--- config.mk ---
export PLATFORM = sky130hd
export DESIGN_NAME = seg_display_top
export DESIGN_NICKNAME = d
export VERILOG_FILES = /design/src/design/seg_disp_pkg.sv /design/src/design/seg_display_top.sv /design/src/design/seg_phase_sequencer.sv
export VERILOG_INCLUDE_DIRS = /design/src /design/src/design
export SDC_FILE = /design/constraint.sdc
export NUM_CORES = 1
export LEC_CHECK = 0
export ABC_AREA = 1
export BUFFER_PORTS_ARGS = -buffer_cell sky130_fd_sc_hd__buf_4
export CORE_MARGIN = 2
export CORE_UTILIZATION = 50
export CTS_BUF_LIST = sky130_fd_sc_hd__clkbuf_4 sky130_fd_sc_hd__clkbuf_8
export DETAILED_ROUTE_END_ITERATION = 6
export GPL_TIMING_DRIVEN = 0
export PLACE_DENSITY = 0.78
export SYNTH_ARGS = -nofsm -noshare
export SYNTH_HDL_FRONTEND = slang
export SYNTH_SLANG_ARGS = --single-unit
--- constraint.sdc ---
create_clock -name core_clk -period 2.34 [get_ports core_clk]
set_input_delay 0.468 -clock core_clk [delete_from_list [all_inputs] [get_ports core_clk]]
set_output_delay 0.468 -clock core_clk [all_outputs]
set_load 0.05 [all_outputs]
--- src/design/seg_disp_defines.svh ---
`ifndef SEG_DISP_DEFINES_SVH
`define SEG_DISP_DEFINES_SVH

// bus byte offsets, one aligned 32-bit word each
`define OFF_SHARED_OFFSET   8'h00
`define OFF_WINDOW_FIRST    8'h04
`define OFF_WINDOW_SECOND   8'h08
`define OFF_WINDOW_THIRD    8'h0C
`define OFF_STROBE_CLOCK    8'h10
`define OFF_POWER_MUX       8'h14

// latch slot space: third window first, then second, then first
`define SLOT_BASE_THIRD     6'd0
`define SLOT_BASE_SECOND    6'd8
`define SLOT_BASE_FIRST     6'd24
`define SLOT_COUNT          6'd40
`define LATCH_COUNT         6'd20
`define LATCH_LAST          5'd19

// register reset values
`define STROBE_CLOCK_RST    4'h0
`define POWER_MUX_RST       4'hE
`define SHARED_OFFSET_RST   4'h0
`define LATCH_RST           4'h0
`define ANALOG_RST          4'h8

// system clock divider and its taps
`define DIV_WIDTH           9
`define DIV_RST             9'h000
`define PHASE_WRAP          8'hFF
`define TAP_BASE            4'h5

`endif

--- src/design/seg_disp_pkg.sv ---
package seg_disp_pkg;

  // first control register, bit 3 down to bit 0
  typedef struct packed {
    logic strobe_pin_select_high;
    logic strobe_pin_select_low;
    logic pump_clock_select_high;
    logic pump_clock_select_low;
  } strobe_clock_ctrl_t;

  // second control register, bit 3 down to bit 0
  typedef struct packed {
    logic display_blanking;
    logic display_power_down;
    logic four_phase_select;
    logic external_bias_select;
  } power_mux_ctrl_t;

  // analog control lines toward bias and pump
  typedef struct packed {
    logic bias_ground;
    logic pump_enable;
    logic bias_hiz;
    logic pump_clock;
  } analog_ctrl_t;

  // multiplex phase
  typedef enum logic [1:0] {
    PHASE_ONE   = 2'b00,
    PHASE_TWO   = 2'b01,
    PHASE_THREE = 2'b10,
    PHASE_FOUR  = 2'b11
  } mux_phase_t;

  // which base window an access targets
  typedef enum logic [1:0] {
    WIN_NONE   = 2'b00,
    WIN_FIRST  = 2'b01,
    WIN_SECOND = 2'b10,
    WIN_THIRD  = 2'b11
  } window_sel_t;

  // result of slot decode
  typedef struct packed {
    logic       hit;
    logic [4:0] latch;
  } slot_hit_t;

endpackage

--- src/design/seg_display_top.sv ---
`timescale 1ns/1ps
`include "seg_disp_defines.svh"

module seg_display_top (
  input  wire logic                         core_clk,
  input  wire logic                         rst_b,
  input  wire logic                         sys_reset,
  input  wire logic                         wb_cyc_i,
  input  wire logic                         wb_stb_i,
  input  wire logic                         wb_we_i,
  input  wire logic [7:0]                   wb_adr_i,
  input  wire logic [3:0]                   wb_sel_i,
  input  wire logic [31:0]                  wb_dat_i,
  output logic      [31:0]                  wb_dat_o,
  output logic                              wb_ack_o,
  output logic      [19:0]                  glass_drive_output,
  output logic      [3:0]                   backplane_output,
  output logic      [1:0]                   strobe_select,
  output seg_disp_pkg::analog_ctrl_t        analog_q
);
  import seg_disp_pkg::*;

  // bus handshake state
  logic               ack_q;        // registered acknowledge
  logic               req;          // live request from the master
  logic               wr_commit;    // edge at which a write lands
  logic [31:0]        rd_word;      // read value before the flop

  // software visible state
  logic [3:0]         shared_offset_register_q;  // common slot index
  strobe_clock_ctrl_t strobe_clock_q;            // first control reg
  power_mux_ctrl_t    power_mux_q;               // second control reg

  // segment latch bank, one nibble per implemented latch
  logic [3:0]         latch_q [0:`LATCH_LAST];

  // decode results
  window_sel_t        win;          // window under the bus address
  slot_hit_t          rd_hit;       // slot decode seen by reads
  slot_hit_t          wr_hit;       // slot decode seen by writes

  // sequencer outputs
  mux_phase_t         phase;        // current multiplex phase
  logic               phase_step;   // phase advance pulse
  logic               pump_tap;     // selected divider tap

  // glass drive next values
  logic [19:0]        seg_d;        // next segment outputs
  logic [3:0]         com_d;        // next backplane outputs
  analog_ctrl_t       analog_d;     // next analog control

  // which base window an address names
  function automatic window_sel_t window_of(input logic [7:0] adr);
    window_sel_t w;
    w = WIN_NONE;
    unique case (adr)
      `OFF_WINDOW_FIRST:  w = WIN_FIRST;
      `OFF_WINDOW_SECOND: w = WIN_SECOND;
      `OFF_WINDOW_THIRD:  w = WIN_THIRD;
      default:            w = WIN_NONE;  // not a window
    endcase
    return w;
  endfunction

  // slot number from window plus index, then latch allocation;
  // the allocation is a fixed wiring choice: slot k feeds latch k
  function automatic slot_hit_t decode_slot(input window_sel_t w,
                                            input logic [3:0] idx);
    slot_hit_t  r;
    logic [5:0] slot;
    r    = '0;
    slot = 6'h00;
    unique case (w)
      WIN_THIRD:  slot = `SLOT_BASE_THIRD  + {2'b00, idx};
      WIN_SECOND: slot = `SLOT_BASE_SECOND + {2'b00, idx};
      WIN_FIRST:  slot = `SLOT_BASE_FIRST  + {2'b00, idx};
      WIN_NONE:   slot = `SLOT_COUNT;
    endcase
    // upper half of the third window has no storage at all
    if (w == WIN_THIRD && idx[3]) begin
      r.hit = 1'b0;
    end else if (slot < `LATCH_COUNT) begin
      r.hit   = 1'b1;
      r.latch = slot[4:0];
    end else begin
      r.hit = 1'b0;
    end
    return r;
  endfunction

  assign req       = wb_cyc_i & wb_stb_i;
  assign wb_ack_o  = ack_q;
  assign wr_commit = req & ack_q & wb_we_i & wb_sel_i[0];
  assign win       = window_of(wb_adr_i);
  assign rd_hit    = decode_slot(win, shared_offset_register_q);
  assign wr_hit    = decode_slot(win, shared_offset_register_q);

  // one wait state; ack drops the cycle after it is given
  always_ff @(posedge core_clk or negedge rst_b) begin
    if (!rst_b) begin
      ack_q <= 1'b0;
    end else begin
      ack_q <= req & ~ack_q;
    end
  end

  // read value; unmapped words and empty slots read as zero
  always_comb begin
    rd_word = 32'h0000_0000;
    unique case (wb_adr_i)
      `OFF_SHARED_OFFSET: rd_word[3:0] = shared_offset_register_q;
      `OFF_STROBE_CLOCK:  rd_word[3:0] = strobe_clock_q;
      `OFF_POWER_MUX:     rd_word[3:0] = power_mux_q;
      `OFF_WINDOW_FIRST,
      `OFF_WINDOW_SECOND,
      `OFF_WINDOW_THIRD: begin
        if (rd_hit.hit) begin
          rd_word[3:0] = latch_q[rd_hit.latch];
        end
      end
      default:            rd_word = 32'h0000_0000;  // unmapped
    endcase
  end

  // read data is caught as ack rises and held until the next one
  always_ff @(posedge core_clk or negedge rst_b) begin
    if (!rst_b) begin
      wb_dat_o <= 32'h0000_0000;
    end else if (req && !ack_q) begin
      wb_dat_o <= rd_word;
    end
  end

  // shared index; keeps its value across window accesses until rewritten or system reset
  always_ff @(posedge core_clk or negedge rst_b) begin
    if (!rst_b) begin
      shared_offset_register_q <= `SHARED_OFFSET_RST;
    end else if (sys_reset) begin
      shared_offset_register_q <= `SHARED_OFFSET_RST;
    end else if (wr_commit && wb_adr_i == `OFF_SHARED_OFFSET) begin
      shared_offset_register_q <= wb_dat_i[3:0];
    end
  end

  // strobe select survives system reset; pump select does not
  always_ff @(posedge core_clk or negedge rst_b) begin
    if (!rst_b) begin
      strobe_clock_q <= `STROBE_CLOCK_RST;
    end else if (sys_reset) begin
      strobe_clock_q.pump_clock_select_high <= 1'b0;
      strobe_clock_q.pump_clock_select_low  <= 1'b0;
    end else if (wr_commit && wb_adr_i == `OFF_STROBE_CLOCK) begin
      strobe_clock_q <= wb_dat_i[3:0];
    end
  end

  // external bias bit keeps its value across system reset
  always_ff @(posedge core_clk or negedge rst_b) begin
    if (!rst_b) begin
      power_mux_q <= `POWER_MUX_RST;
    end else if (sys_reset) begin
      power_mux_q.display_blanking   <= 1'b1;
      power_mux_q.display_power_down <= 1'b1;
      power_mux_q.four_phase_select  <= 1'b1;
    end else if (wr_commit && wb_adr_i == `OFF_POWER_MUX) begin
      power_mux_q <= wb_dat_i[3:0];
    end
  end

  // latch bank; only power-on clears it, so data rides out sleep
  // and system reset just as the glass expects
  genvar g;
  generate
    for (g = 0; g < `LATCH_COUNT; g = g + 1) begin : gen_latch
      always_ff @(posedge core_clk or negedge rst_b) begin
        if (!rst_b) begin
          latch_q[g] <= `LATCH_RST;
        end else if (wr_commit && win != WIN_NONE && wr_hit.hit &&
                     wr_hit.latch == 5'(g)) begin
          latch_q[g] <= wb_dat_i[3:0];
        end
      end
    end
  endgenerate

  // phase timing and pump clock taps
  seg_phase_sequencer u_seq (
    .core_clk   (core_clk),
    .rst_b      (rst_b),
    .four_phase (power_mux_q.four_phase_select),
    .tap_sel    ({strobe_clock_q.pump_clock_select_high,
                  strobe_clock_q.pump_clock_select_low}),
    .phase_q    (phase),
    .phase_step (phase_step),
    .pump_tap   (pump_tap)
  );

  // segment drive: each output takes data bit n-1 in phase n
  generate
    for (g = 0; g < `LATCH_COUNT; g = g + 1) begin : gen_seg
      always_comb begin
        if (power_mux_q.display_power_down ||
            power_mux_q.display_blanking) begin
          seg_d[g] = 1'b0;
        end else if (!power_mux_q.four_phase_select &&
                     phase == PHASE_FOUR) begin
          seg_d[g] = 1'b0;  // leftover phase four shows no latch
        end else begin
          seg_d[g] = latch_q[g][phase];
        end
      end
    end
  endgenerate

  // backplanes: one hot on the phase, fourth gated in three-way mode
  always_comb begin
    com_d = 4'h0;
    if (!power_mux_q.display_power_down) begin
      unique case (phase)
        PHASE_ONE:   com_d = 4'h1;
        PHASE_TWO:   com_d = 4'h2;
        PHASE_THREE: com_d = 4'h4;
        PHASE_FOUR:  com_d = 4'h8;
      endcase
      if (!power_mux_q.four_phase_select) begin
        com_d[3] = 1'b0;
      end
    end
  end

  // pump runs unless powered down or fed from outside; blanking
  // leaves it alone so unblanking needs no settling time
  always_comb begin
    analog_d.bias_ground = power_mux_q.display_power_down;
    analog_d.pump_enable = ~power_mux_q.display_power_down &
                           ~power_mux_q.external_bias_select;
    analog_d.bias_hiz    = power_mux_q.external_bias_select &
                           ~power_mux_q.display_power_down;
    analog_d.pump_clock  = analog_d.pump_enable & pump_tap;
  end

  // registered glass and analog outputs
  always_ff @(posedge core_clk or negedge rst_b) begin
    if (!rst_b) begin
      glass_drive_output <= 20'h00000;
      backplane_output   <= 4'h0;
      analog_q           <= `ANALOG_RST;
      strobe_select      <= 2'b00;
    end else begin
      glass_drive_output <= seg_d;
      backplane_output   <= com_d;
      analog_q           <= analog_d;
      strobe_select      <= {strobe_clock_q.strobe_pin_select_high,
                             strobe_clock_q.strobe_pin_select_low};
    end
  end

  ack_one_pulse_a: assert property (
    @(posedge core_clk) disable iff (!rst_b)
    ack_q |=> !ack_q)
    else $error("ack held for more than one cycle");

  ack_latency_a: assert property (
    @(posedge core_clk) disable iff (!rst_b)
    (req && !ack_q) |=> ack_q)
    else $error("ack not given one cycle after request");

  third_high_empty_a: assert property (
    @(posedge core_clk) disable iff (!rst_b)
    (req && !ack_q && !wb_we_i && wb_adr_i == `OFF_WINDOW_THIRD &&
     shared_offset_register_q[3]) |=> (wb_dat_o == 32'h0000_0000))
    else $error("upper third window index returned data");

  empty_slot_zero_a: assert property (
    @(posedge core_clk) disable iff (!rst_b)
    (req && !ack_q && !wb_we_i && wb_adr_i == `OFF_WINDOW_FIRST &&
     shared_offset_register_q != 4'h0) |=> (wb_dat_o == 32'h0000_0000))
    else $error("empty slot returned data");

  blank_segments_a: assert property (
    @(posedge core_clk) disable iff (!rst_b)
    power_mux_q.display_blanking |=> (glass_drive_output == 20'h00000))
    else $error("segments driven while blanked");

  blank_pump_on_a: assert property (
    @(posedge core_clk) disable iff (!rst_b)
    (power_mux_q.display_blanking && !power_mux_q.display_power_down &&
     !power_mux_q.external_bias_select) |=> analog_q.pump_enable)
    else $error("pump stopped by blanking");

  power_down_a: assert property (
    @(posedge core_clk) disable iff (!rst_b)
    power_mux_q.display_power_down |=>
    (backplane_output == 4'h0 && analog_q.bias_ground &&
     !analog_q.pump_enable))
    else $error("display active while powered down");

  backplane_phase_a: assert property (
    @(posedge core_clk) disable iff (!rst_b)
    (!power_mux_q.display_power_down && power_mux_q.four_phase_select)
    |=> (backplane_output == (4'h1 << $past(phase))))
    else $error("backplane does not match phase");

  fourth_off_a: assert property (
    @(posedge core_clk) disable iff (!rst_b)
    !power_mux_q.four_phase_select |=> !backplane_output[3])
    else $error("fourth backplane active in three-way mode");

  sysrst_ctrl_a: assert property (
    @(posedge core_clk) disable iff (!rst_b)
    sys_reset |=> (strobe_clock_q[1:0] == 2'b00 &&
                   power_mux_q[3:1] == 3'b111 &&
                   $stable(strobe_clock_q[3:2]) &&
                   $stable(power_mux_q.external_bias_select)))
    else $error("system reset effect on control bits wrong");

  phase_hold_a: assert property (
    @(posedge core_clk) disable iff (!rst_b)
    (!phase_step && power_mux_q.four_phase_select) |=> $stable(phase))
    else $error("phase moved between steps");

  ext_bias_hiz_a: assert property (
    @(posedge core_clk) disable iff (!rst_b)
    (power_mux_q.external_bias_select && !power_mux_q.display_power_down)
    |=> (analog_q.bias_hiz && !analog_q.pump_enable))
    else $error("pump running on external bias");

endmodule // seg_display_top

--- src/design/seg_phase_sequencer.sv ---
`timescale 1ns/1ps
`include "seg_disp_defines.svh"

module seg_phase_sequencer (
  input  wire logic                    core_clk,
  input  wire logic                    rst_b,
  input  wire logic                    four_phase,
  input  wire logic [1:0]              tap_sel,
  output seg_disp_pkg::mux_phase_t     phase_q,
  output logic                         phase_step,
  output logic                         pump_tap
);
  import seg_disp_pkg::*;

  logic [`DIV_WIDTH-1:0] div_q;      // free-running system divider
  mux_phase_t            phase_next; // phase after a step
  logic [3:0]            tap_idx;    // divider bit picked as pump clock

  // divider runs through every reset but power-on
  always_ff @(posedge core_clk or negedge rst_b) begin
    if (!rst_b) begin
      div_q <= `DIV_RST;
    end else begin
      div_q <= div_q + 1'b1;
    end
  end

  // one phase lasts two ticks of the 256 Hz display clock
  assign phase_step = (div_q[7:0] == `PHASE_WRAP);

  // tap select maps straight onto successive divider bits
  assign tap_idx  = `TAP_BASE + {2'b00, tap_sel};
  assign pump_tap = div_q[tap_idx];

  // phase order, fourth skipped in three-way mode
  always_comb begin
    unique case (phase_q)
      PHASE_ONE:   phase_next = PHASE_TWO;
      PHASE_TWO:   phase_next = PHASE_THREE;
      PHASE_THREE: phase_next = four_phase ? PHASE_FOUR
                                           : PHASE_ONE;
      PHASE_FOUR:  phase_next = PHASE_ONE;
    endcase
  end

  // leaving phase four at once keeps a mode change from stalling there
  always_ff @(posedge core_clk or negedge rst_b) begin
    if (!rst_b) begin
      phase_q <= PHASE_ONE;
    end else if (!four_phase && phase_q == PHASE_FOUR) begin
      phase_q <= PHASE_ONE;
    end else if (phase_step) begin
      phase_q <= phase_next;
    end
  end

  no_fourth_phase_a: assert property (
    @(posedge core_clk) disable iff (!rst_b)
    !four_phase |=> (phase_q != PHASE_FOUR))
    else $error("fourth phase entered in three-way mode");

  phase_advance_a: assert property (
    @(posedge core_clk) disable iff (!rst_b)
    (phase_step && four_phase && phase_q == PHASE_ONE) |=>
    (phase_q == PHASE_TWO))
    else $error("phase did not advance on step");

endmodule // seg_phase_sequencer

==> out/metrics.csv <==
stage;metric;value;unit
status;run status;finished with violations;
status;violated checks;setup timing;
power;Pwr Total;4.88;mW
sta;count of pins over their slew limit;0;
synth;most used flip-flop cell after synthesis;sky130_fd_sc_hd__dfrtp_1;
final_layout;total number of nets in the final design;1075;
detailed_routing;post-route antenna net violation count;0;
synth;count of flip-flops with a built-in enable after synthesis;0;
clock_network;maximum level of the CTS H-tree;4;
sta;worst clock skew;0.00782;ns
placed_design;Place WS;-0.449;ns
worst_setup_path;worst-path maximum fanout;10;
detailed_routing;DRT Pass-1 Iters;6;
worst_setup_path;endpoint class of the critical path;flip-flop;
worst_setup_path;arrival time of data at the critical path endpoint;2.74;ns
global_routing;maximum number of pins on one net before global-route repair;77;
detailed_routing;via total after detailed routing;6589;
floorplan;core area;13900;um2
detailed_routing;Total Wirelength;19900;um
floorplan;# rows;43;
synth;Synth Instances;910;
synth;number of warning messages in the yosys log;0;
synth;ys async rst share;100;%
placed_design;input/output buffers;53;
run;maximum capacitance violations;0;
clock_network;root buffer cell;sky130_fd_sc_hd__clkbuf_8;
hold_path;path type of the worst min-delay path;input port to flip-flop;
final_layout;commonest non-fill, non-tap cell in the layout;sky130_fd_sc_hd__nand2_1;
global_routing;met3 Resource Use GR;6.73;%
floorplan;width of the die;123;um
final_layout;leading cell types in the layout, fill and taps excluded;286 x sky130_fd_sc_hd__nand2_1, 133 x sky130_fd_sc_hd__dfrtp_1, 103 x sky130_fd_sc_hd__o21ai_0;
sta;RSZ-0062 raised after global routing;yes;
final_layout;area growth from synthesis to layout;21.2;%
floorplan;I/O pin cnt;113;
sta;relative slew slack;53.1;%
power;power density over the cells;567;nW/um2
synth;Seq/Total Area, Yosys;48.7;%
sta;final setup violation count;1;
global_routing;layer carrying the most global-route usage;met2;
worst_setup_path;R2R cell count;15;
synth;Post-Syn Area;7100;um2
final_layout;antenna cell count;0;
worst_setup_path;Critical Path RT;2.70;ns
sta;slew at the pin closest to its max-slew limit;0.702;ns
final_layout;register cell area after layout;3460;um2
power;Flop pwr share;48.9;%
global_routing;number of global-route vias before repair;6004;
global_routing;first-pass GRT wire length;31300;um
detailed_routing;Via density;5.42;
global_routing;GRT Overall Usage;27.3;%
floorplan;DIE AREA;15200;um2
clock_network;number of clock buffers inserted by TritonCTS;17;
clock_network;number of sinks handled by clock tree synthesis;138;
sta;Max Clk Rate;0.422;GHz
clock_network;register clock-pin slew on the reported worst setup and hold paths;0.08;ns
floorplan;effective utilization at floorplan;51.2;%
worst_setup_path;start-to-end type of the worst setup path;flip-flop to flip-flop;
floorplan;Die Span Y;123;um
final_layout;multi-input combinational cell area;3100;um2
sta;final worst path period need;2.37;ns
sta;Worst Slack Setup Final;-0.0316;ns
clock_network;insertion delay of the later-clocked pin in the worst-skew pair;0.47;ns
worst_setup_path;Startpoint Class;flip-flop;
global_routing;GRT Residual Overflow;0;
detailed_routing;post-DR wirelength/cell;16.4;um
power;peak ir drop on the vdd network;0.357;mV
power;total net switching power;1.16;mW
placed_design;HPWL Detailed;13600;um
global_routing;fraction of met2 tracks used by global routing;42.2;%
detailed_routing;DR DRC count;0;
detailed_routing;violation count after the first detailed-routing iteration;746;
synth;number of storage elements in the synthesis netlist;138;
power;clock network fraction of total power;45.0;%
global_routing;grt met1 use;37.2;%
sta;total negative setup slack;-0.0316;ns
sta;Hold Violations, Final;0;
hold_path;cell depth of the worst hold path;3;
final_layout;fraction of layout cells with a size suffix above 1;18.2;%
final_layout;Fillers;1226;
global_routing;initial antenna violation count;0;
final_layout;post-layout instance area;8610;um2
placed_design;Cell Area, Placed;7860;um2
power;standby leakage power;4.07;nW
placed_design;final weighted congestion in routability-driven placement;0.980;
synth;post-synthesis area per instance;7.81;um2
clock_network;maximum clock path buffer count;2;
power;switching part of the total;23.8;%
synth;post-synthesis cell type count;33;
sta;final worst-path cycle share;101;%
clock_network;TritonCTS clock tree;done;
power;logic gate share of total power;6.1;%
power;internal power;3.72;mW
-- layer usage --
| layer | vias up | part of all wire, % |
|---|---|---|
| met2 | 348 | 46 |
| met1 | 3044 | 42 |
| met4 | 0 | 2.7 |
| met5 | - | 0 |
| met3 | 49 | 8.8 |
| li1 | 3148 | - |
-- critical path: stages, from the launching register on --
cell and delay, ns:
sky130_fd_sc_hd__dfrtp_2 0.46, sky130_fd_sc_hd__buf_4 0.15, sky130_fd_sc_hd__nand2_1 0.11, sky130_fd_sc_hd__nand2_4 0.08, sky130_fd_sc_hd__o21bai_4 0.22, sky130_fd_sc_hd__nand3_4 0.19, sky130_fd_sc_hd__buf_4 0.25, sky130_fd_sc_hd__o21ai_0 0.14
sky130_fd_sc_hd__nand2_1 0.09, sky130_fd_sc_hd__nand2_1 0.08, sky130_fd_sc_hd__nand2_1 0.08, sky130_fd_sc_hd__nand2_1 0.06, sky130_fd_sc_hd__o21ai_1 0.17, sky130_fd_sc_hd__nand2_1 0.08, sky130_fd_sc_hd__nand2_1 0.06, sky130_fd_sc_hd__nand2_1 0.04
-- cell families after synthesis --
kind of cell,count (synthesis),synth area share (%)
AO/OA/AOI/OAI,171,14.1
XOR/XNOR,7,0.863
adder cells (fa/ha/maj),2,0.352
buffers and inverters,163,10.5
flip-flops,138,48.7
other,1,0.0528
AND/OR/NAND/NOR,428,25.5
-- final timing paths --
kind / startpoint / endpoint / slack [ns]
min reg2reg: strobe_clock_q[3] / strobe_select[1] / 0.41
min: wb_dat_i[0] / power_mux_q[0] / 0.22
max: shared_offset_register_q[3] / wb_dat_o[3] / -0.03
max reg2reg: shared_offset_register_q[3] / wb_dat_o[3] / -0.03
max in group asynchronous: rst_b / latch_q[1] / 1.01
min in group asynchronous: rst_b / latch_q[63] / 0.56
-- state kept, by name (all words and copies together), names as in the netlist --
| register | cells |
|---|---|
| analog_d | 1 |
| wb_ack_o | 1 |
| wb_dat_o | 4 |
| glass_drive_output | 20 |
| shared_offset_register_q | 4 |
| power_mux_q | 3 |
| backplane_output | 4 |
| latch_q | 80 |
| analog_q | 4 |
| strobe_clock_q | 4 |
| u_seq.phase_q | 2 |
| u_seq.div_q | 9 |
| strobe_select | 2 |
-- synthesized netlist by cell type, drive strengths merged, types with 2 or more instances --
library cell	count	share of area [%]
nor2	54	3.1
nand4	29	2.6
a21oi	11	0.93
dfrtp	134	47
o22ai	9	0.79
inv	98	5.2
a221oi	20	2.5
o21ai	116	8.2
xor2	7	0.86
a31oi	2	0.18
nor3	12	1.3
o211ai	3	0.32
nand3	36	2.7
clkbuf	24	1.3
nand2	296	16
a22oi	5	0.53
dfstp	4	1.5
a41oi	3	0.37
ha	2	0.35
buf	41	4.0
-- what timing repair did --
action | CTS | global route
hold buffers | 1 | 0
gates resized for setup | 8 | 52
endpoints found under the hold margin | 58 | 0
buffers inserted | 0 | 11
gates cloned | 0 | 2
pin swaps | 0 | 10
endpoints found under the setup margin | 65 | 91
-- layout make-up --
type / instances / share of cell area, %
Inverter: 98 / 4.33
Sequential cell: 138 / 40.2
Multi-Input combinational cell: 636 / 36.1
Buffer: 64 / 4.96
Timing Repair Buffer: 68 / 6.63
Tap cell: 180 / 2.62
Clock buffer: 21 / 3.29
Clock inverter: 11 / 1.92
-- power by group through the flow --
stage,logic (mW),registers (mW),clock network (mW)
after floorplan,0.174,2.44,0
final,0.297,2.39,2.20
after detailed placement,0.286,2.43,0
after global placement,0.278,2.43,0
after global routing,0.323,2.39,2.31
after CTS,0.287,2.39,2.21
-- stage by stage --
| stage | hold slack, ns | cells | utilization (%) |
|---|---|---|---|
| finish | 0.216 | 1216 | 62.0 |
| CTS | 0.196 | 1204 | 60.1 |
| detailed placement | 0.393 | 1171 | 56.6 |
| floorplan | 0.172 | 937 | - |
| global placement | 0.401 | 1170 | 56.4 |
| global route | 0.225 | 1216 | 62.0 |
(Power assumes the default switching activity.)
